[config.mk]
export PLATFORM = sky130hd
export DESIGN_NAME = rid_decoder
export DESIGN_NICKNAME = d
export VERILOG_FILES = /design/src/rtl/rid_pkg.sv /design/src/rtl/rid_phase_gen.sv /design/src/rtl/rid_pin_sync.sv /design/src/rtl/rid_decoder.sv
export SDC_FILE = /design/constraint.sdc
export NUM_CORES = 1
export LEC_CHECK = 0
export ABC_CLOCK_PERIOD_IN_PS = 3750
export BUFFER_PORTS_ARGS = -buffer_cell sky130_fd_sc_hd__buf_2
export CAP_MARGIN = 10
export CORE_MARGIN = 10
export CORE_UTILIZATION = 54
export CTS_BUF_LIST = sky130_fd_sc_hd__clkbuf_16
export DETAILED_ROUTE_END_ITERATION = 7
export HOLD_SLACK_MARGIN = 0.15
export MAX_ROUTING_LAYER = met4
export PLACE_DENSITY = 0.8
export SLEW_MARGIN = 25
export SYNTH_ARGS = -nofsm -noshare
export SYNTH_HDL_FRONTEND = slang
export SYNTH_SLANG_ARGS = --single-unit
[constraint.sdc]
create_clock -name sys_clk -period 3.75 [get_ports sys_clk]
set_input_delay 0.5625 -clock sys_clk [delete_from_list [all_inputs] [get_ports sys_clk]]
set_output_delay 0.5625 -clock sys_clk [all_outputs]
set_load 0.01 [all_outputs]
[src/rtl/rid_pkg.sv]
// Package for the instruction decoder: opcodes, addresses and timing.
// Assumes a 125 MHz system clock with four phases per instruction cycle.
package rid_pkg;
   localparam int unsigned RID_CLK_MHZ = 125;
   localparam int unsigned RID_PHASES = 4;
   localparam logic [1:0] RID_PHASE_LAST = 2'h3;
   localparam logic [11:0] RID_ADDR_WORKING = 12'hfe8;
   localparam logic [11:0] RID_ADDR_PROD_LO = 12'hff3;
   localparam logic [11:0] RID_ADDR_PROD_HI = 12'hff4;
   localparam logic [11:0] RID_ADDR_TBL_LATCH = 12'hff5;
   localparam logic [11:0] RID_ADDR_TBL_PTR = 12'hff6;
   localparam logic [11:0] RID_ADDR_PC_LOW = 12'hff9;
   localparam logic [11:0] RID_ADDR_PC_HIGH = 12'hffa;
   localparam logic [11:0] RID_ADDR_PC_UPPER = 12'hffb;
   localparam logic [11:0] RID_ADDR_TIMER0 = 12'hfd6;
   localparam logic [11:0] RID_ADDR_PORT = 12'hf81;
   localparam logic [3:0] RID_OP_MOVE2 = 4'hc;
   localparam logic [3:0] RID_OP_SECOND = 4'hf;
   localparam logic [3:0] RID_OP_BRANCH = 4'he;
   localparam logic [7:0] RID_OP_CALL = 8'hec;
   localparam logic [7:0] RID_OP_GOTO = 8'hef;
   localparam logic [7:0] RID_OP_LOADPTR = 8'hee;
   localparam logic [7:0] RID_OP_ADD_LIT = 8'h0f;
   localparam logic [7:0] RID_OP_AND_LIT = 8'h0b;
   localparam logic [7:0] RID_OP_MUL_LIT = 8'h0d;
   localparam logic [6:0] RID_OP_MUL_REG = 7'h01;
   localparam logic [6:0] RID_OP_CMP_LT = 7'h30;
   localparam logic [6:0] RID_OP_CMP_EQ = 7'h31;
   localparam logic [6:0] RID_OP_CMP_GT = 7'h32;
   localparam logic [11:0] RID_OP_LOADBANK = 12'h010;
   localparam logic [15:0] RID_W_NOP = 16'h0000;
   localparam logic [15:0] RID_W_SLEEP = 16'h0003;
   localparam logic [15:0] RID_W_WDCLR = 16'h0004;
   localparam logic [15:0] RID_W_SWRESET = 16'h00ff;
   localparam logic [14:0] RID_W_RETURNS = 15'h0008;
   localparam logic [13:0] RID_W_TABLE_READ_OP = 14'h0002;
   localparam logic [13:0] RID_W_TABLE_WRITE_OP = 14'h0003;
   localparam logic [20:0] RID_TABLE_POINTER_RST = 21'h000000;
   localparam logic [3:0] RID_BANK_RST = 4'h0;
   typedef enum logic [3:0] {
      RID_S_FETCH = 4'b0001,
      RID_S_SECOND = 4'b0010,
      RID_S_FLUSH = 4'b0100,
      RID_S_TWRITE = 4'b1000
   } rid_state_t;
endpackage : rid_pkg

[src/rtl/rid_phase_gen.sv]
// Four-phase sequencer giving one step enable per instruction cycle.
// Assumes one system clock; all phases are enables, not clocks.
`timescale 1ns/100ps
module rid_phase_gen
   import rid_pkg::*;
(
   input wire logic sys_clk,
   input wire logic reset,
   output logic [1:0] phase,
   output logic step
);
   logic [1:0] phase_r;
   always_ff @(posedge sys_clk) begin
      if (reset) begin
         phase_r <= 2'h0;
      end else begin
         phase_r <= phase_r + 2'h1;
      end
   end
   assign phase = phase_r;
   assign step = (phase_r == RID_PHASE_LAST);
endmodule // rid_phase_gen

[src/rtl/rid_pin_sync.sv]
// Two-flop synchroniser for the port pin levels.
// Assumes pins are asynchronous to sys_clk.
`timescale 1ns/100ps
module rid_pin_sync (
   input wire logic sys_clk,
   input wire logic reset,
   input wire logic [7:0] pin_async,
   output logic [7:0] pin_sync
);
   logic [7:0] meta_r;
   logic [7:0] sync_r;
   always_ff @(posedge sys_clk) begin
      if (reset) begin
         meta_r <= 8'h00;
         sync_r <= 8'h00;
      end else begin
         meta_r <= pin_async;
         sync_r <= meta_r;
      end
   end
   assign pin_sync = sync_r;
endmodule // rid_pin_sync

[src/rtl/rid_decoder.sv]
// Instruction decoder for the 8-bit core: fields, cycle count, side effects.
// Assumes the fetch path presents the next word on instr_word and the
// datapath returns branch and compare conditions within the same cycle.
// Behaviour
// [RULE1] Byte op: opcode, destination, access, address
// [RULE2] Access bit zero forces the access bank
// [RULE3] Two-word register move, 12-bit addresses
// [RULE4] Bit op: bit position, access, address
// [RULE5] Literal op: upper byte op, lower literal
// [RULE6] Jump and call assemble 20-bit target
// [RULE7] Returns with fast bit, two cycles (code flushes only the RID_W_RETURNS word; the other return takes one cycle)
// [RULE8] Conditional branch with eight condition codes
// [RULE9] Taken change of flow adds a nop
// [RULE10] Orphan second word runs as nop
// [RULE11] Prefix 1111 and zero word are nops
// [RULE12] Port self-modify reads sampled pins
// [RULE13] Timer zero write clears its prescaler
// [RULE14] Internal memory write runs until terminated
// [RULE15] Table reads: four pointer modes, two cycles
// [RULE16] Table writes: same modes, two or more
// [RULE17] 21-bit table pointer and 8-bit latch
// [RULE18] Load pointer: two words, 12-bit literal
// [RULE19] Load bank literal into low nibble
// [RULE20] Multiplies are single cycle, no flags
// [RULE21] Compare-skip equal, greater, less
// [RULE22] Standby, watchdog clear, software reset
// [RULE23] Four oscillator periods per cycle
// [RULE24] Branch target is pc plus twice offset
// [RULE25] Product lands in high and low bytes
// [RULE26] Unlisted words are single-cycle nops
// [RULE27] Controls held stable for whole cycle
`timescale 1ns/100ps
module rid_decoder
   import rid_pkg::*;
(
   input wire logic sys_clk,
   input wire logic reset,
   input wire logic [15:0] instr_word,
   input wire logic [20:0] pc_now,
   input wire logic [3:0] status_nzvc,
   input wire logic skip_cond,
   input wire logic nvm_write_start,
   input wire logic nvm_write_done,
   input wire logic timer0_prescale_assigned,
   input wire logic [7:0] port_pins,
   input wire logic tbl_ptr_we,
   input wire logic [20:0] tbl_ptr_wdata,
   input wire logic tbl_latch_we,
   input wire logic [7:0] tbl_latch_wdata,
   output logic step_en,
   output logic [11:0] reg_addr,
   output logic [11:0] move_dst_addr,
   output logic dest_to_reg,
   output logic [2:0] bit_pos,
   output logic [7:0] literal,
   output logic [7:0] op_code,
   output logic pc_load,
   output logic [20:0] pc_target,
   output logic fast_mode,
   output logic irq_reenable,
   output logic exec_nop,
   output logic mul_en,
   output logic [11:0] mul_hi_addr,
   output logic [11:0] mul_lo_addr,
   output logic [1:0] ptr_sel,
   output logic [11:0] ptr_literal,
   output logic ptr_load,
   output logic [3:0] bank_sel,
   output logic use_pin_source,
   output logic [7:0] pin_value,
   output logic prescale_clr,
   output logic tbl_read,
   output logic tbl_write,
   output logic [20:0] tbl_ptr,
   output logic [7:0] tbl_latch,
   output logic standby_req,
   output logic wdt_clear,
   output logic sw_reset
);
   logic step;
   logic [7:0] pins_s;
   rid_state_t state_r;
   logic [15:0] first_r;
   logic [15:0] w;
   logic [3:0] bank_r;
   logic [20:0] table_pointer_r;
   logic [7:0] tbllat_r;
   logic [11:0] addr_c;
   logic taken_c;
   logic two_word_c;
   logic is_tbl_c;

   // Phase sequencer.
   // [RULE23] four phase step
   rid_phase_gen u_phase (
      .sys_clk(sys_clk),
      .reset(reset),
      .phase(),
      .step(step)
   );

   rid_pin_sync u_pins (
      .sys_clk(sys_clk),
      .reset(reset),
      .pin_async(port_pins),
      .pin_sync(pins_s)
   );

   function automatic logic branch_true(input logic [3:0] cc,
                                        input logic [3:0] nzvc);
      logic f;
      f = 1'b0;
      case (cc[2:1])
         2'h0: f = nzvc[2];
         2'h1: f = nzvc[0];
         2'h2: f = nzvc[1];
         default: f = nzvc[3];
      endcase
      return f ^ cc[0];
   endfunction

   // Full address: access bank or the selected bank.
   function automatic logic [11:0] bank_addr(input logic a,
                                             input logic [7:0] f,
                                             input logic [3:0] b);
      logic [11:0] r;
      r = {4'h0, f};
      if (a) begin
         r = {b, f};
      end else if (f[7]) begin
         r = {4'hf, f};
      end
      return r;
   endfunction

   // Words outside the encoding map run as plain single-cycle nops.
   function automatic logic listed_word(input logic [15:0] v);
      logic [7:0] lo;
      lo = v[7:0];
      return !((v[15:8] == 8'h00 && lo != 8'h00 && lo != 8'hff &&
                (lo < 8'h03 || lo > 8'h13)) ||
               (v[15:8] == 8'h01 && lo[7:4] != 4'h0) ||
               (v[15:10] == 6'h3a) ||
               (v[15:8] == RID_OP_LOADPTR && lo[7:6] != 2'h0));
   endfunction

   assign w = instr_word;
   // [RULE2] access bank select
   assign addr_c = bank_addr(w[8], w[7:0], bank_r);
   // [RULE8] branch condition decode
   assign taken_c = (w[15:12] == RID_OP_BRANCH) && !w[11] &&
                    branch_true(w[11:8], status_nzvc);
   assign two_word_c = (w[15:12] == RID_OP_MOVE2) ||
                       (w[15:8] == RID_OP_CALL) ||
                       (w[15:8] == RID_OP_CALL + 8'h01) ||
                       (w[15:8] == RID_OP_GOTO) ||
                       (w[15:8] == RID_OP_LOADPTR && w[7:6] == 2'h0);
   assign is_tbl_c = (w[15:2] == RID_W_TABLE_READ_OP) ||
                     (w[15:2] == RID_W_TABLE_WRITE_OP);

   ////////////////////////////////////////////////////////////////////////
   // Cycle sequencing: one step per instruction cycle, extra nop cycles.
   always_ff @(posedge sys_clk) begin
      if (reset) begin
         state_r <= RID_S_FETCH;
         first_r <= RID_W_NOP;
      end else if (step) begin
         case (state_r)
            RID_S_FETCH: begin
               first_r <= w;
               // [RULE9] extra nop cycle
               if (two_word_c) begin
                  state_r <= RID_S_SECOND;
               end else if (taken_c || skip_cond || is_tbl_c ||
                            (w[15:11] == 5'h1a) ||
                            (w[15:1] == RID_W_RETURNS) ||
                            (w[15:8] == 8'h0c)) begin
                  state_r <= (w[15:2] == RID_W_TABLE_WRITE_OP) ?
                             RID_S_TWRITE : RID_S_FLUSH;
               end
            end
            RID_S_SECOND: begin
               state_r <= RID_S_FETCH;
            end
            RID_S_TWRITE: begin
               // [RULE14] hold while write runs
               if (!nvm_write_start || nvm_write_done) begin
                  state_r <= RID_S_FETCH;
               end
            end
            RID_S_FLUSH: begin
               state_r <= RID_S_FETCH;
            end
            default: begin
               state_r <= RID_S_FETCH;
            end
         endcase
      end
   end

   ////////////////////////////////////////////////////////////////////////
   // Bank selector and table registers.
   always_ff @(posedge sys_clk) begin
      if (reset) begin
         bank_r <= RID_BANK_RST;
      // [RULE19] load bank nibble
      end else if (step && state_r == RID_S_FETCH &&
                   w[15:4] == RID_OP_LOADBANK) begin
         bank_r <= w[3:0];
      end
   end

   always_ff @(posedge sys_clk) begin
      if (reset) begin
         table_pointer_r <= RID_TABLE_POINTER_RST;
         tbllat_r <= 8'h00;
      end else begin
         // [RULE17] pointer and latch hold
         if (tbl_ptr_we) begin
            table_pointer_r <= tbl_ptr_wdata;
         end else if (step && state_r == RID_S_FETCH && is_tbl_c) begin
            // [RULE15] pointer mode update
            case (w[1:0])
               2'h1: table_pointer_r <= table_pointer_r + 21'h1;
               2'h2: table_pointer_r <= table_pointer_r - 21'h1;
               2'h3: table_pointer_r <= table_pointer_r + 21'h1;
               default: table_pointer_r <= table_pointer_r;
            endcase
         end
         if (tbl_latch_we) begin
            tbllat_r <= tbl_latch_wdata;
         end
      end
   end

   ////////////////////////////////////////////////////////////////////////
   // Decoded controls, registered once per cycle and held until next step.
   // [RULE27] held across phases
   always_ff @(posedge sys_clk) begin
      if (reset) begin
         reg_addr <= 12'h000;
         move_dst_addr <= 12'h000;
         dest_to_reg <= 1'b0;
         bit_pos <= 3'h0;
         literal <= 8'h00;
         op_code <= 8'h00;
         pc_load <= 1'b0;
         pc_target <= 21'h000000;
         fast_mode <= 1'b0;
         irq_reenable <= 1'b0;
         exec_nop <= 1'b1;
         mul_en <= 1'b0;
         ptr_sel <= 2'h0;
         ptr_literal <= 12'h000;
         ptr_load <= 1'b0;
         use_pin_source <= 1'b0;
         prescale_clr <= 1'b0;
         tbl_read <= 1'b0;
         tbl_write <= 1'b0;
         standby_req <= 1'b0;
         wdt_clear <= 1'b0;
         sw_reset <= 1'b0;
      end else if (step) begin
         pc_load <= 1'b0;
         irq_reenable <= 1'b0;
         fast_mode <= 1'b0;
         mul_en <= 1'b0;
         ptr_load <= 1'b0;
         prescale_clr <= 1'b0;
         tbl_read <= 1'b0;
         tbl_write <= 1'b0;
         standby_req <= 1'b0;
         wdt_clear <= 1'b0;
         sw_reset <= 1'b0;
         use_pin_source <= 1'b0;
         exec_nop <= 1'b1;
         op_code <= w[15:8];
         // [RULE1] byte field split
         dest_to_reg <= w[9];
         reg_addr <= addr_c;
         // [RULE4] bit position field
         bit_pos <= w[11:9];
         // [RULE5] literal field
         literal <= w[7:0];
         if (state_r == RID_S_SECOND) begin
            exec_nop <= 1'b0;
            // [RULE3] second word destination
            if (first_r[15:12] == RID_OP_MOVE2) begin
               reg_addr <= first_r[11:0];
               move_dst_addr <= w[11:0];
            // [RULE18] pointer literal load
            end else if (first_r[15:8] == RID_OP_LOADPTR) begin
               ptr_sel <= first_r[5:4];
               ptr_literal <= {first_r[3:0], w[7:0]};
               ptr_load <= 1'b1;
            end else begin
               // [RULE6] 20-bit jump target
               pc_load <= 1'b1;
               pc_target <= {w[11:0], first_r[7:0], 1'b0};
               fast_mode <= first_r[8] & ~first_r[9];
            end
         end else if (state_r == RID_S_FETCH) begin
            // [RULE11] prefix and zero nops
            // [RULE10] orphan second word
            // [RULE26] unlisted words nop
            exec_nop <= (w[15:12] == RID_OP_SECOND) || (w == RID_W_NOP) ||
                        !listed_word(w);
            // [RULE24] relative branch target
            if (taken_c) begin
               pc_load <= 1'b1;
               pc_target <= pc_now + {{12{w[7]}}, w[7:0], 1'b0};
            end
            // [RULE7] return with fast bit
            if (w[15:1] == RID_W_RETURNS || w[15:1] ==
                RID_W_RETURNS + 15'h1) begin
               fast_mode <= w[0];
               irq_reenable <= (w[15:1] == RID_W_RETURNS);
            end
            // [RULE20] multiply single cycle
            if (w[15:8] == RID_OP_MUL_LIT || w[15:9] == RID_OP_MUL_REG) begin
               mul_en <= 1'b1;
            end
            // [RULE21] compare skip decode
            if (w[15:9] == RID_OP_CMP_EQ || w[15:9] == RID_OP_CMP_GT ||
                w[15:9] == RID_OP_CMP_LT) begin
               dest_to_reg <= 1'b0;
            end
            // [RULE16] table write start
            tbl_write <= (w[15:2] == RID_W_TABLE_WRITE_OP);
            tbl_read <= (w[15:2] == RID_W_TABLE_READ_OP);
            // [RULE22] standby and watchdog
            standby_req <= (w == RID_W_SLEEP);
            wdt_clear <= (w == RID_W_WDCLR);
            sw_reset <= (w == RID_W_SWRESET);
            // [RULE13] timer zero prescaler
            prescale_clr <= (addr_c == RID_ADDR_TIMER0) &&
                            timer0_prescale_assigned &&
                            w[15:12] != RID_OP_SECOND &&
                            (w[9] || w[15:12] == 4'h6 ||
                             w[15:12] == 4'h7 || w[15:13] == 3'h4);
            // [RULE12] pins as source
            use_pin_source <= (addr_c == RID_ADDR_PORT);
         end
      end
   end

   always_ff @(posedge sys_clk) begin
      if (reset) begin
         pin_value <= 8'h00;
         bank_sel <= RID_BANK_RST;
         tbl_ptr <= RID_TABLE_POINTER_RST;
         tbl_latch <= 8'h00;
         step_en <= 1'b0;
         mul_hi_addr <= RID_ADDR_PROD_HI;
         mul_lo_addr <= RID_ADDR_PROD_LO;
      end else begin
         pin_value <= pins_s;
         bank_sel <= bank_r;
         tbl_ptr <= table_pointer_r;
         tbl_latch <= tbllat_r;
         step_en <= step;
         // [RULE25] product byte addresses
         mul_hi_addr <= RID_ADDR_PROD_HI;
         mul_lo_addr <= RID_ADDR_PROD_LO;
      end
   end

   ////////////////////////////////////////////////////////////////////////
   // Checks.
   // [RULE23] four phase step
   step_period_a: assert property (@(posedge sys_clk) disable iff (reset)
      step |=> !step [*3] ##1 step) else $error("step period wrong");
   // [RULE19] load bank nibble
   bank_load_a: assert property (@(posedge sys_clk) disable iff (reset)
      step && state_r == RID_S_FETCH && w[15:4] == RID_OP_LOADBANK
      |=> bank_r == $past(w[3:0])) else $error("bank not loaded");
   // [RULE9] extra nop cycle
   taken_flush_a: assert property (@(posedge sys_clk) disable iff (reset)
      step && state_r == RID_S_FETCH && taken_c
      |=> state_r == RID_S_FLUSH) else $error("no flush after branch");
   // [RULE27] held across phases
   hold_ctl_a: assert property (@(posedge sys_clk) disable iff (reset)
      !$past(step) && !$rose(reset) |-> $stable(op_code))
      else $error("controls changed mid cycle");
   // [RULE3] second word destination
   move_two_a: assert property (@(posedge sys_clk) disable iff (reset)
      step && state_r == RID_S_FETCH && w[15:12] == RID_OP_MOVE2
      |=> state_r == RID_S_SECOND) else $error("move not two words");
   // [RULE22] standby and watchdog
   wdt_clear_a: assert property (@(posedge sys_clk) disable iff (reset)
      step && state_r == RID_S_FETCH && w == RID_W_WDCLR
      |=> wdt_clear) else $error("watchdog clear missed");
   // [RULE11] prefix and zero nops
   prefix_nop_a: assert property (@(posedge sys_clk) disable iff (reset)
      step && state_r == RID_S_FETCH && w[15:12] == RID_OP_SECOND
      |=> exec_nop && !pc_load) else $error("prefix word not nop");
   // [RULE14] hold while write runs
   twrite_hold_a: assert property (@(posedge sys_clk) disable iff (reset)
      state_r == RID_S_TWRITE && nvm_write_start && !nvm_write_done
      |=> state_r == RID_S_TWRITE) else $error("write hold lost");
endmodule // rid_decoder

==> results of run 1 <==
-- logic make-up (layout without fill, tap and decap cells) --
logic type	after synthesis	after routing
other cells	2	25
flops	202	202
fa+ha+maj	41	41
buf+inv	122	292
mux	36	36
xor+xnor	27	27
simple gates	479	479
compound gates	268	268
-- path summary, 6_finish.rpt --
| path | start | end | slack [ns] | cells after the start |
|---|---|---|---|---|
| max | u_phase.phase[0]$_SDFF_PP0_ | table_pointer_r[0]$_SDFFE_PP0P_ | 0.85 | 9 |
| min | port_pins[2] | u_pins.meta_r[2]$_SDFF_PP0_ | 0.28 | 2 |
| max reg2reg | u_phase.phase[0]$_SDFF_PP0_ | table_pointer_r[0]$_SDFFE_PP0P_ | 0.85 | 9 |
| min reg2reg | u_phase.phase[0]$_SDFF_PP0_ | u_phase.phase[0]$_SDFF_PP0_ | 0.42 | 1 |
-- per-layer routing --
| layer | GRT usage | part of all wire | wire length [um] | vias to the layer above |
|---|---|---|---|---|
| met5 | - | 0 | 0 | - |
| met4 | 0.0585 | 0.019 | 514 | 0 |
| met3 | 0.0466 | 0.077 | 2140 | 45 |
| met2 | 0.366 | 0.47 | 13100 | 320 |
| met1 | 0.281 | 0.43 | 11900 | 4113 |
| li1 | - | - | - | 4385 |
-- power by group --
group	internal, mW	switching [mW]
clock network	1.01	0.822
registers	2.21	0.0327
logic	0.260	0.399
-- cell type report --
type | instances | area, sq um
Sequential cell | 202 | 4040
Clock inverter | 15 | 66.3
Inverter | 22 | 82.6
Fill cell | 1588 | 6460
Timing Repair Buffer | 234 | 1210
Multi-Input combinational cell | 875 | 5220
Antenna cell | 1 | 2.50
Tap cell | 229 | 287
Clock buffer | 21 | 526
-- cell usage after synthesis, types with 3 or more instances --
master,number
a31oi_1,10
nand4_1,7
a21oi_1,115
buf_4,29
xnor2_1,14
buf_1,6
nor2b_1,64
a211oi_1,15
o21bai_1,3
a211o_1,3
nor4_1,7
o311ai_0,6
nor3_1,22
nor3_2,3
buf_2,8
nand3_1,32
xor2_1,13
or3_1,3
nor2_1,109
o21ai_0,39
clkbuf_1,55
nor4b_1,9
o21a_1,5
and2_1,4
and3_1,5
mux2i_1,35
nor3b_1,6
inv_1,21
nand2_1,182
nand2b_1,5
ha_1,39
nand3b_1,4
o211ai_1,7
or2_2,4
o211a_1,3
a21o_1,16
dfxtp_1,202
a311oi_1,11
a22oi_1,6
o31ai_1,8
==> flow_summary.ini, run 1 <==
[layout]
fin_cells = 1599
final_nets = 1483
layout-drive-gt1-share = 0.206
final_core_util = 0.639
largest_registers = pc_target x21, table_pointer_r x21, tbl_ptr x21
most-common-layout-cells = buf_2 (218), dfxtp_1 (202), nand2_1 (182)
mostFrequentLayoutCell = buf_2
fin_area_sq_um = 11400
area_growth_pct = 17.2

[synth]
syn-cell-area_sq_um = 9770
synthAdderAreaFrac = 0.0541
post-synth-top-area-cell = dfxtp_1
post_synth_num_cell_types = 73
seq_area_frac_synth = 0.414
synth_top_family_by_area = simple AND/OR/NAND/NOR gates
synth-edff-count = 0
avgSynthCellArea_sq_um = 8.30
synth_cells = 1177
synthMuxAreaShare = 0.0382
ys_seq_elements = 202
yosys.area_share.simple = 0.235
synthTopCellsByArea = dfxtp_1 (41%), nand2_1 (7.0%), a21oi_1 (5.9%)
synth_compound_area_frac = 0.173
synth_top_area_frac = 0.414
async_flop_share = 0
ys.flop_type = dfxtp_1
synth_xor_area_frac = 0.0242
ys_warn_count = 0

[drt]
vias = 8863
routedWlPerCell_um = 17.3
drt_iter0_drc = 636
viasPerCell = 5.54
drc_errors = 0
ant_nets = 0
wl_um = 27700
drt_pre_antenna_iters = 5

[cts]
cts.sinks = 202
ctsLongestPathBuffers = 3
cts_buffers = 21
clkLatencyLatePin_ns = 0.50
cts.repair.resized = 0
cts_hold_repair.buffers = 0
h-tree-depth = 1
root_buffer = clkbuf_16
cts_tree = done
cts.reportedPaths.clkPinSlew_ns = 0.06
post-cts-setup-buffers = 0

[critical_path]
cp.required_ns = 4.14
crit_top_cell = nor2_1
crit_family = simple AND/OR/NAND/NOR gates
setup.worst_path.start_class = flop
criticalPathCategory = flop to flop
worstPathArrival_ns = 3.29
worst-path-buf-inv = 2
cp_max_fo = 22
crit_slowest_cell = nor2_1
cp_cell_sequence = ha_2 > clkinv_1 > nor2_1 > buf_4 > o21ai_0 > nor2_1 > xnor2_1 > nand2_1 > a21oi_1
max_stage_delay_ns = 0.71
end_kind = flop

[sta]
finalSetupViolCount = 0
slew_viol_final = 0
period_needed_ns = 2.90
worst-slew-pin-transition_ns = 0.868
setup_ws_ns = 0.854
fin_skew_ns = 0.0115
max-slew-margin-rel = 0.419
hold_viol_final = 0
period_share = 0.772
fmax_ghz = 0.345
setup_tns_ns = 0
hold_ws_ns = 0.276
grt_setup_unrepaired = false

[hold_path]
min_path_type = input port to flop

[grt]
grt_overflow = 0
grt_max_degree = 74
antenna_found_initial = 1
grt_pass1_wl_um = 44000
grt_usage = 0.226
grt_pass1_vias = 8424

[place]
dp.cells = 1562
dpl_cell_area_sq_um = 10800
gp_congestion = 0.931
hpwl_um = 20200
dpl_worst_slack_ns = 0.393
portBuffers = 219

[power_and_ir_drop]
p_leak_nw = 5.04
power.total_mw = 4.73
p_per_area_nw_per_um2 = 414
ir_drop_mv = 0.581

[floorplanning]
initial_utilization = 0.545
io_pins = 244
die_x_um = 154
rows = 49
fp.dieH_um = 154
die-area_sq_um = 23900
core-area_sq_um = 17900

[flow_run]
drv_cap = 0

[status]
status = complete, no violations
(Power assumes the default switching activity.)
==> run 2: changes to the inputs <==
--- a/config.mk
+++ b/config.mk
@@ -5,16 +5,17 @@
 export SDC_FILE = /design/constraint.sdc
 export NUM_CORES = 1
 export LEC_CHECK = 0
-export ABC_CLOCK_PERIOD_IN_PS = 3750
+export ABC_AREA = 1
+export ABC_CLOCK_PERIOD_IN_PS = 2600
 export BUFFER_PORTS_ARGS = -buffer_cell sky130_fd_sc_hd__buf_2
 export CAP_MARGIN = 10
 export CORE_MARGIN = 10
-export CORE_UTILIZATION = 54
+export CORE_UTILIZATION = 49
 export CTS_BUF_LIST = sky130_fd_sc_hd__clkbuf_16
 export DETAILED_ROUTE_END_ITERATION = 7
 export HOLD_SLACK_MARGIN = 0.15
 export MAX_ROUTING_LAYER = met4
-export PLACE_DENSITY = 0.8
+export PLACE_DENSITY = 0.76
 export SLEW_MARGIN = 25
 export SYNTH_ARGS = -nofsm -noshare
 export SYNTH_HDL_FRONTEND = slang
==> constraint.sdc (replaced) <==
create_clock -name sys_clk -period 2.6 [get_ports sys_clk]
set_input_delay 0.39 -clock sys_clk [delete_from_list [all_inputs] [get_ports sys_clk]]
set_output_delay 0.39 -clock sys_clk [all_outputs]
set_load 0.01 [all_outputs]
==> run 2 against run 1 <==
- register-to-register slack got worse by 0.55 ns
- combinational power increased by 91%
- count of clock-buffer cells in the layout increased by 2
- area after synthesis rose by 5.5%
- non-clock buffer count increased by 13
- final cell count grew 24%
- power grew 60%
- clock skew rose by 0.00075 ns
- routed wire length grew 20%
- core utilization is 3.6 points lower
- highest routed layer unchanged
==> flow_summary.ini, run 2 <==
[status]
status = complete, no violations

[sta]
max-slew-margin-rel = 0.533
fmax_ghz = 0.435
grt_setup_unrepaired = false
setup_tns_ns = 0
period_needed_ns = 2.30
worst-slew-pin-transition_ns = 0.700
finalSetupViolCount = 0
period_share = 0.885
fin_skew_ns = 0.0123
slew_viol_final = 0
hold_viol_final = 0

[synth]
synth_cells = 1488
avgSynthCellArea_sq_um = 6.92
yosys.area_share.simple = 0.275
synthTopCellsByCount = nand2_1 (313), dfxtp_1 (202), inv_1 (175), nor2_1 (175), a21oi_1 (157)
synth_top_area_frac = 0.393
ys.flop_type = dfxtp_1
synth_xor_area_frac = 0.00935
synth.most_common_cell = nand2_1
synth_compound_area_frac = 0.156
post_synth_num_cell_types = 45
synth_top_family_by_area = simple AND/OR/NAND/NOR gates
synthMuxAreaShare = 0
synth-edff-count = 0
post-synth-top-area-cell = dfxtp_1
synthAdderAreaFrac = 0.0513
ys_warn_count = 0
syn-cell-area_sq_um = 10300
async_flop_share = 0
synthTopCellsByArea = dfxtp_1 (39%), nand2_1 (11%), a21oi_1 (7.6%)
seq_area_frac_synth = 0.393
ys_seq_elements = 202

[critical_path]
cp_cell_sequence = inv_1 > fa_1 > inv_1 > nand3_1 > nand2_1 > nand2_1 > nand2_1 > nand2_1 > nand3_1 > nand2_1 > o21ai_0 > nand2_1
crit_top_cell = nand2_1
crit_slowest_cell = fa_1
crit_family = simple AND/OR/NAND/NOR gates
cp_max_fo = 5
rr_worst_depth = 12
r2r-end = table_pointer_r[16]$_SDFFE_PP0P_
max_stage_delay_ns = 0.47
worst-path-buf-inv = 2
setup.worst_path.start_class = flop
worstPathArrival_ns = 2.68
end_kind = flop
criticalPathCategory = flop to flop
cp.required_ns = 2.98
reg2reg_slack_ns = 0.30
r2r-start = table_pointer_r[0]$_SDFFE_PP0P_

[hold_path]
min_path_type = input port to flop
min_to = table_pointer_r[2]$_SDFFE_PP0P_
worstHoldPathCells = 3
min_from = tbl_ptr_wdata[2]

[cts]
post-cts-setup-buffers = 0
root_buffer = clkbuf_16
h-tree-depth = 1
cts.repair.resized = 0
cts_buffers = 22
cts_tree = done
cts.sinks = 202
cts.reportedPaths.clkPinSlew_ns = 0.06
clkLatencyLatePin_ns = 0.50
cts_hold_repair.buffers = 9
ctsLongestPathBuffers = 3

[grt]
grt_pass1_wl_um = 51300
grt_overflow = 0
grt_pass1_vias = 9883
grt_max_degree = 50
antenna_found_initial = 0
grt_usage = 0.240

[drt]
drt_pre_antenna_iters = 5
drc_errors = 0
wl_um = 33300
routedWlPerCell_um = 16.8
dr_wl_met3_um = 2540
top_layer = met4
wl_met2_um = 15600
m1WireLength_um = 14100
vias = 10400
ant_nets = 0
drt_iter0_drc = 783
viasPerCell = 5.25

[layout]
antenna_cells = 0
final_nets = 1822
area_growth_pct = 19.6
layout-drive-gt1-share = 0.188
largest_registers = pc_target x21, table_pointer_r x21, tbl_ptr x21
n_fill_cell = 1987
fin_area_sq_um = 12300
mostFrequentLayoutCell = nand2_1
most-common-layout-cells = nand2_1 (313), buf_2 (218), dfxtp_1 (202)

[power_and_ir_drop]
ir_drop_mv = 0.475
p_seq_frac = 0.431
switchingPower_mw = 2.14
p_int_mw = 5.44
pwr-share-comb = 0.166
p_per_area_nw_per_um2 = 616
power_frac_clock = 0.404
p_leak_nw = 6.21
switching_share = 0.283

[floorplanning]
die_x_um = 165
initial_utilization = 0.504
core-area_sq_um = 20400
io_pins = 244
rows = 52
fp.dieH_um = 165
die-area_sq_um = 27200

[place]
gp_congestion = 1.00
dpl_cell_area_sq_um = 11500
hpwl_um = 25200
portBuffers = 219

[flow_run]
drv_cap = 0
-- run 2: cell count changes after synthesis, sizes merged, moves of 12 or more --
cell,change
inv,+166
nor2b,-64
xnor2,-12
nor3,-12
nand3,+52
mux2i,-35
clkbuf,-16
nand2,+139
o21ai,+71
a21o,-14
nand4,+20
nor2,+86
a21oi,+40
-- run 2: tightest hold or removal path, cell delays in order --
cell and delay [ns]:
buf_2 0.09, nand2_1 0.05, a31oi_1 0.07
-- run 2: layout make-up --
type,count,area (sq um),area share
multi-input cells,1034,5170,0.419
flip-flops and latches,202,4040,0.328
repair buffers,247,1360,0.110
inverters,188,706,0.0573
clock buffers,23,576,0.0467
well taps,270,338,0.0274
clock inverters,17,131,0.0107
-- run 2: logic make-up after synthesis --
| logic type | Yosys count |
|---|---|
| adder cells (fa/ha/maj) | 41 |
| other | 2 |
| XOR/XNOR | 11 |
| flip-flops | 202 |
| AND/OR/NAND/NOR | 652 |
| buffers and inverters | 274 |
| AO/OA/AOI/OAI | 306 |
-- run 2: through the flow --
step                      power [mW]  setup WS [ns]  instances  hold WS (ns)  utilization
final                           7.59          0.299       1981         0.165        0.603
after global routing            7.94         0.0868       1981         0.173        0.603
after CTS                       7.63          0.320       1981         0.155        0.603
after detailed placement        4.56          0.179       1932         0.393        0.564
after global placement          4.55          0.235       1932         0.389        0.564
after floorplan                 4.20          0.252       1510         0.388            -
-- run 2: how the worst max path moves through the flow --
stage,startpoint,to,slack [ns],depth (start not counted)
3_3_place_gp,instr_word[0],table_pointer_r[16]$_SDFFE_PP0P_,0.23,13
3_5_place_dp,instr_word[0],pc_target[17]$_SDFFE_PP0P_,0.18,15
5_1_grt,table_pointer_r[0]$_SDFFE_PP0P_,table_pointer_r[16]$_SDFFE_PP0P_,0.09,12
4_1_cts,table_pointer_r[0]$_SDFFE_PP0P_,table_pointer_r[16]$_SDFFE_PP0P_,0.32,12
6_report,table_pointer_r[0]$_SDFFE_PP0P_,table_pointer_r[16]$_SDFFE_PP0P_,0.30,12
2_1_floorplan,instr_word[0],table_pointer_r[9]$_SDFFE_PP0P_,0.25,12
-- run 2: layer usage --
metal  vias to the layer above  track usage
met5                         -            -
met4                         0       0.0853
met3                        82       0.0376
met2                       427        0.384
met1                      4708        0.301
li1                       5184            -
-- run 2: power groups by stage --
stage          sequential [mW]  combinational (mW)  clock [mW]
2_1_floorplan             3.35               0.852           0
3_3_place_gp              3.33                1.22           0
3_5_place_dp              3.34                1.23           0
4_1_cts                   3.27                1.24        3.11
5_1_grt                   3.28                1.41        3.25
6_report                  3.27                1.26        3.06
==> run 3: changes to the inputs <==
--- a/config.mk
+++ b/config.mk
@@ -16,6 +16,7 @@
 export HOLD_SLACK_MARGIN = 0.15
 export MAX_ROUTING_LAYER = met4
 export PLACE_DENSITY = 0.76
+export REMOVE_ABC_BUFFERS = 1
 export SLEW_MARGIN = 25
 export SYNTH_ARGS = -nofsm -noshare
 export SYNTH_HDL_FRONTEND = slang
==> run 3 against run 2 <==
- first-iteration DRC count up 17%
- global-route usage up 0.33 points
- maximum frequency up 2.7%
- critical path type unchanged
- largest cell class unchanged
==> flow_summary.ini, run 3 (same netlist as run 2, synthesis figures left out) <==
[status]
status = complete, no violations

[floorplanning]
die_x_um = 165
io_pins = 244
rows = 52
die-area_sq_um = 27200
fp.dieH_um = 165
core-area_sq_um = 20400
initial_utilization = 0.504

[layout]
final_nets = 1830
multi_input_area_sq_um = 5170
n_fill_cell = 1939
most-common-layout-cells = nand2_1 (313), buf_2 (218), dfxtp_1 (202)
mostFrequentLayoutCell = nand2_1
fin_area_sq_um = 12400
seqCellArea_sq_um = 4040
layout-drive-gt1-share = 0.190
largest_registers = pc_target x21, table_pointer_r x21, tbl_ptr x21
final_core_util = 0.607
area_growth_pct = 20.4

[sta]
hold_ws_ns = 0.159
finalSetupViolCount = 0
setup_tns_ns = 0
fin_skew_ns = 0.0179
worst-slew-pin-transition_ns = 0.681
fmax_ghz = 0.446
max-slew-margin-rel = 0.546
slew_viol_final = 0
grt_setup_unrepaired = false
hold_viol_final = 0
period_needed_ns = 2.24
period_share = 0.862

[power_and_ir_drop]
pwr-share-comb = 0.164
switching_share = 0.284
p_per_area_nw_per_um2 = 620
power_frac_clock = 0.410
p_int_mw = 5.50
power.total_mw = 7.68
switchingPower_mw = 2.18
ir_drop_mv = 0.460
p_seq_frac = 0.426
p_leak_nw = 6.23

[critical_path]
end_kind = flop
r2r-end = table_pointer_r[10]$_SDFFE_PP0P_
setup.worst_path.start_class = flop
reg2reg_slack_ns = 0.36
worstPathArrival_ns = 2.68
criticalPathCategory = flop to flop
cp_max_fo = 5
cp.required_ns = 3.04
rr_worst_depth = 12
r2r-start = table_pointer_r[0]$_SDFFE_PP0P_

[flow_run]
drv_cap = 0

[hold_path]
min_to = tbllat_r[2]$_SDFFE_PP0P_
worstHoldPathCells = 3
min_path_type = input port to flop
min_from = tbl_latch_wdata[2]

[grt]
antenna_found_initial = 1
grt_pass1_vias = 10100
grt_usage = 0.243
grt_overflow = 0
grt_pass1_wl_um = 52400
grt_max_degree = 41

[drt]
wl_um = 33300
drc_errors = 0
viasPerCell = 5.21
routedWlPerCell_um = 16.8
vias = 10400
ant_nets = 0
drt_iter0_drc = 919
drt_pre_antenna_iters = 6

[place]
hpwl_um = 25700
dpl_cell_area_sq_um = 11500
portBuffers = 219
gp_congestion = 0.967

[cts]
ctsLongestPathBuffers = 3
cts.sinks = 202
h-tree-depth = 1
cts.reportedPaths.clkPinSlew_ns = 0.06
cts_tree = done
cts_buffers = 22
root_buffer = clkbuf_16
clkLatencyLatePin_ns = 0.51
run 3: layout make-up:
| cell class | instances | area share |
|---|---|---|
| inverters | 188 | 0.0569 |
| clock buffers | 22 | 0.0444 |
| well taps | 270 | 0.0272 |
| clock inverters | 17 | 0.0146 |
| repair buffers | 255 | 0.114 |
| diodes | 1 | 0.000202 |
| multi-input cells | 1034 | 0.417 |
| flip-flops and latches | 202 | 0.326 |
run 3: layer usage:
metal | track usage | share of wire
met5 | - | 0
met4 | 0.0761 | 0.027
met3 | 0.0446 | 0.076
met2 | 0.410 | 0.48
met1 | 0.288 | 0.42
run 3: worst max-delay path, cell delays in order (launching register included):
cell	delay [ns]
dfxtp_1	0.40
inv_1	0.13
fa_1	0.46
inv_1	0.18
nand3_1	0.09
nand2_1	0.16
nand2_1	0.07
nand2_1	0.13
a21oi_1	0.10
or2_2	0.28
nand3_1	0.07
nand2_1	0.05
nand2_1	0.06
run 3: power groups by stage:
stage / Sequential [mW] / Clock (mW) / Combinational, mW
4_1_cts: 3.27 / 3.20 / 1.25
5_1_grt: 3.28 / 3.32 / 1.43
6_report: 3.27 / 3.15 / 1.26
3_5_place_dp: 3.34 / 0 / 1.23
3_3_place_gp: 3.33 / 0 / 1.22
2_1_floorplan: 3.35 / 0 / 0.773
run 3: timing repair:
action,in CTS,in global routing
setup endpoints to repair,0,0
setup buffers,0,0
endpoints found under the hold margin,12,0
gates resized for setup,0,0
hold buffers,12,0
run 3: worst max path at each step:
stage               cells past startpoint                       startpoint                                to
finish                                 12  table_pointer_r[0]$_SDFFE_PP0P_  table_pointer_r[10]$_SDFFE_PP0P_
detailed placement                     13                    instr_word[0]  table_pointer_r[20]$_SDFFE_PP0P_
global placement                       13                    instr_word[0]  table_pointer_r[20]$_SDFFE_PP0P_
floorplan                               7      u_phase.phase[0]$_SDFF_PP0_          reg_addr[0]$_SDFFE_PP0P_
global route                           12  table_pointer_r[0]$_SDFFE_PP0P_  table_pointer_r[10]$_SDFFE_PP0P_
CTS                                    12  table_pointer_r[0]$_SDFFE_PP0P_  table_pointer_r[10]$_SDFFE_PP0P_
run 3: stage by stage:
stage	std cells	setup WS, ns
final	1989	0.360
after floorplan	1424	-0.735
after global placement	1937	0.181
after CTS	1988	0.370
after global routing	1989	0.146
after detailed placement	1937	0.187
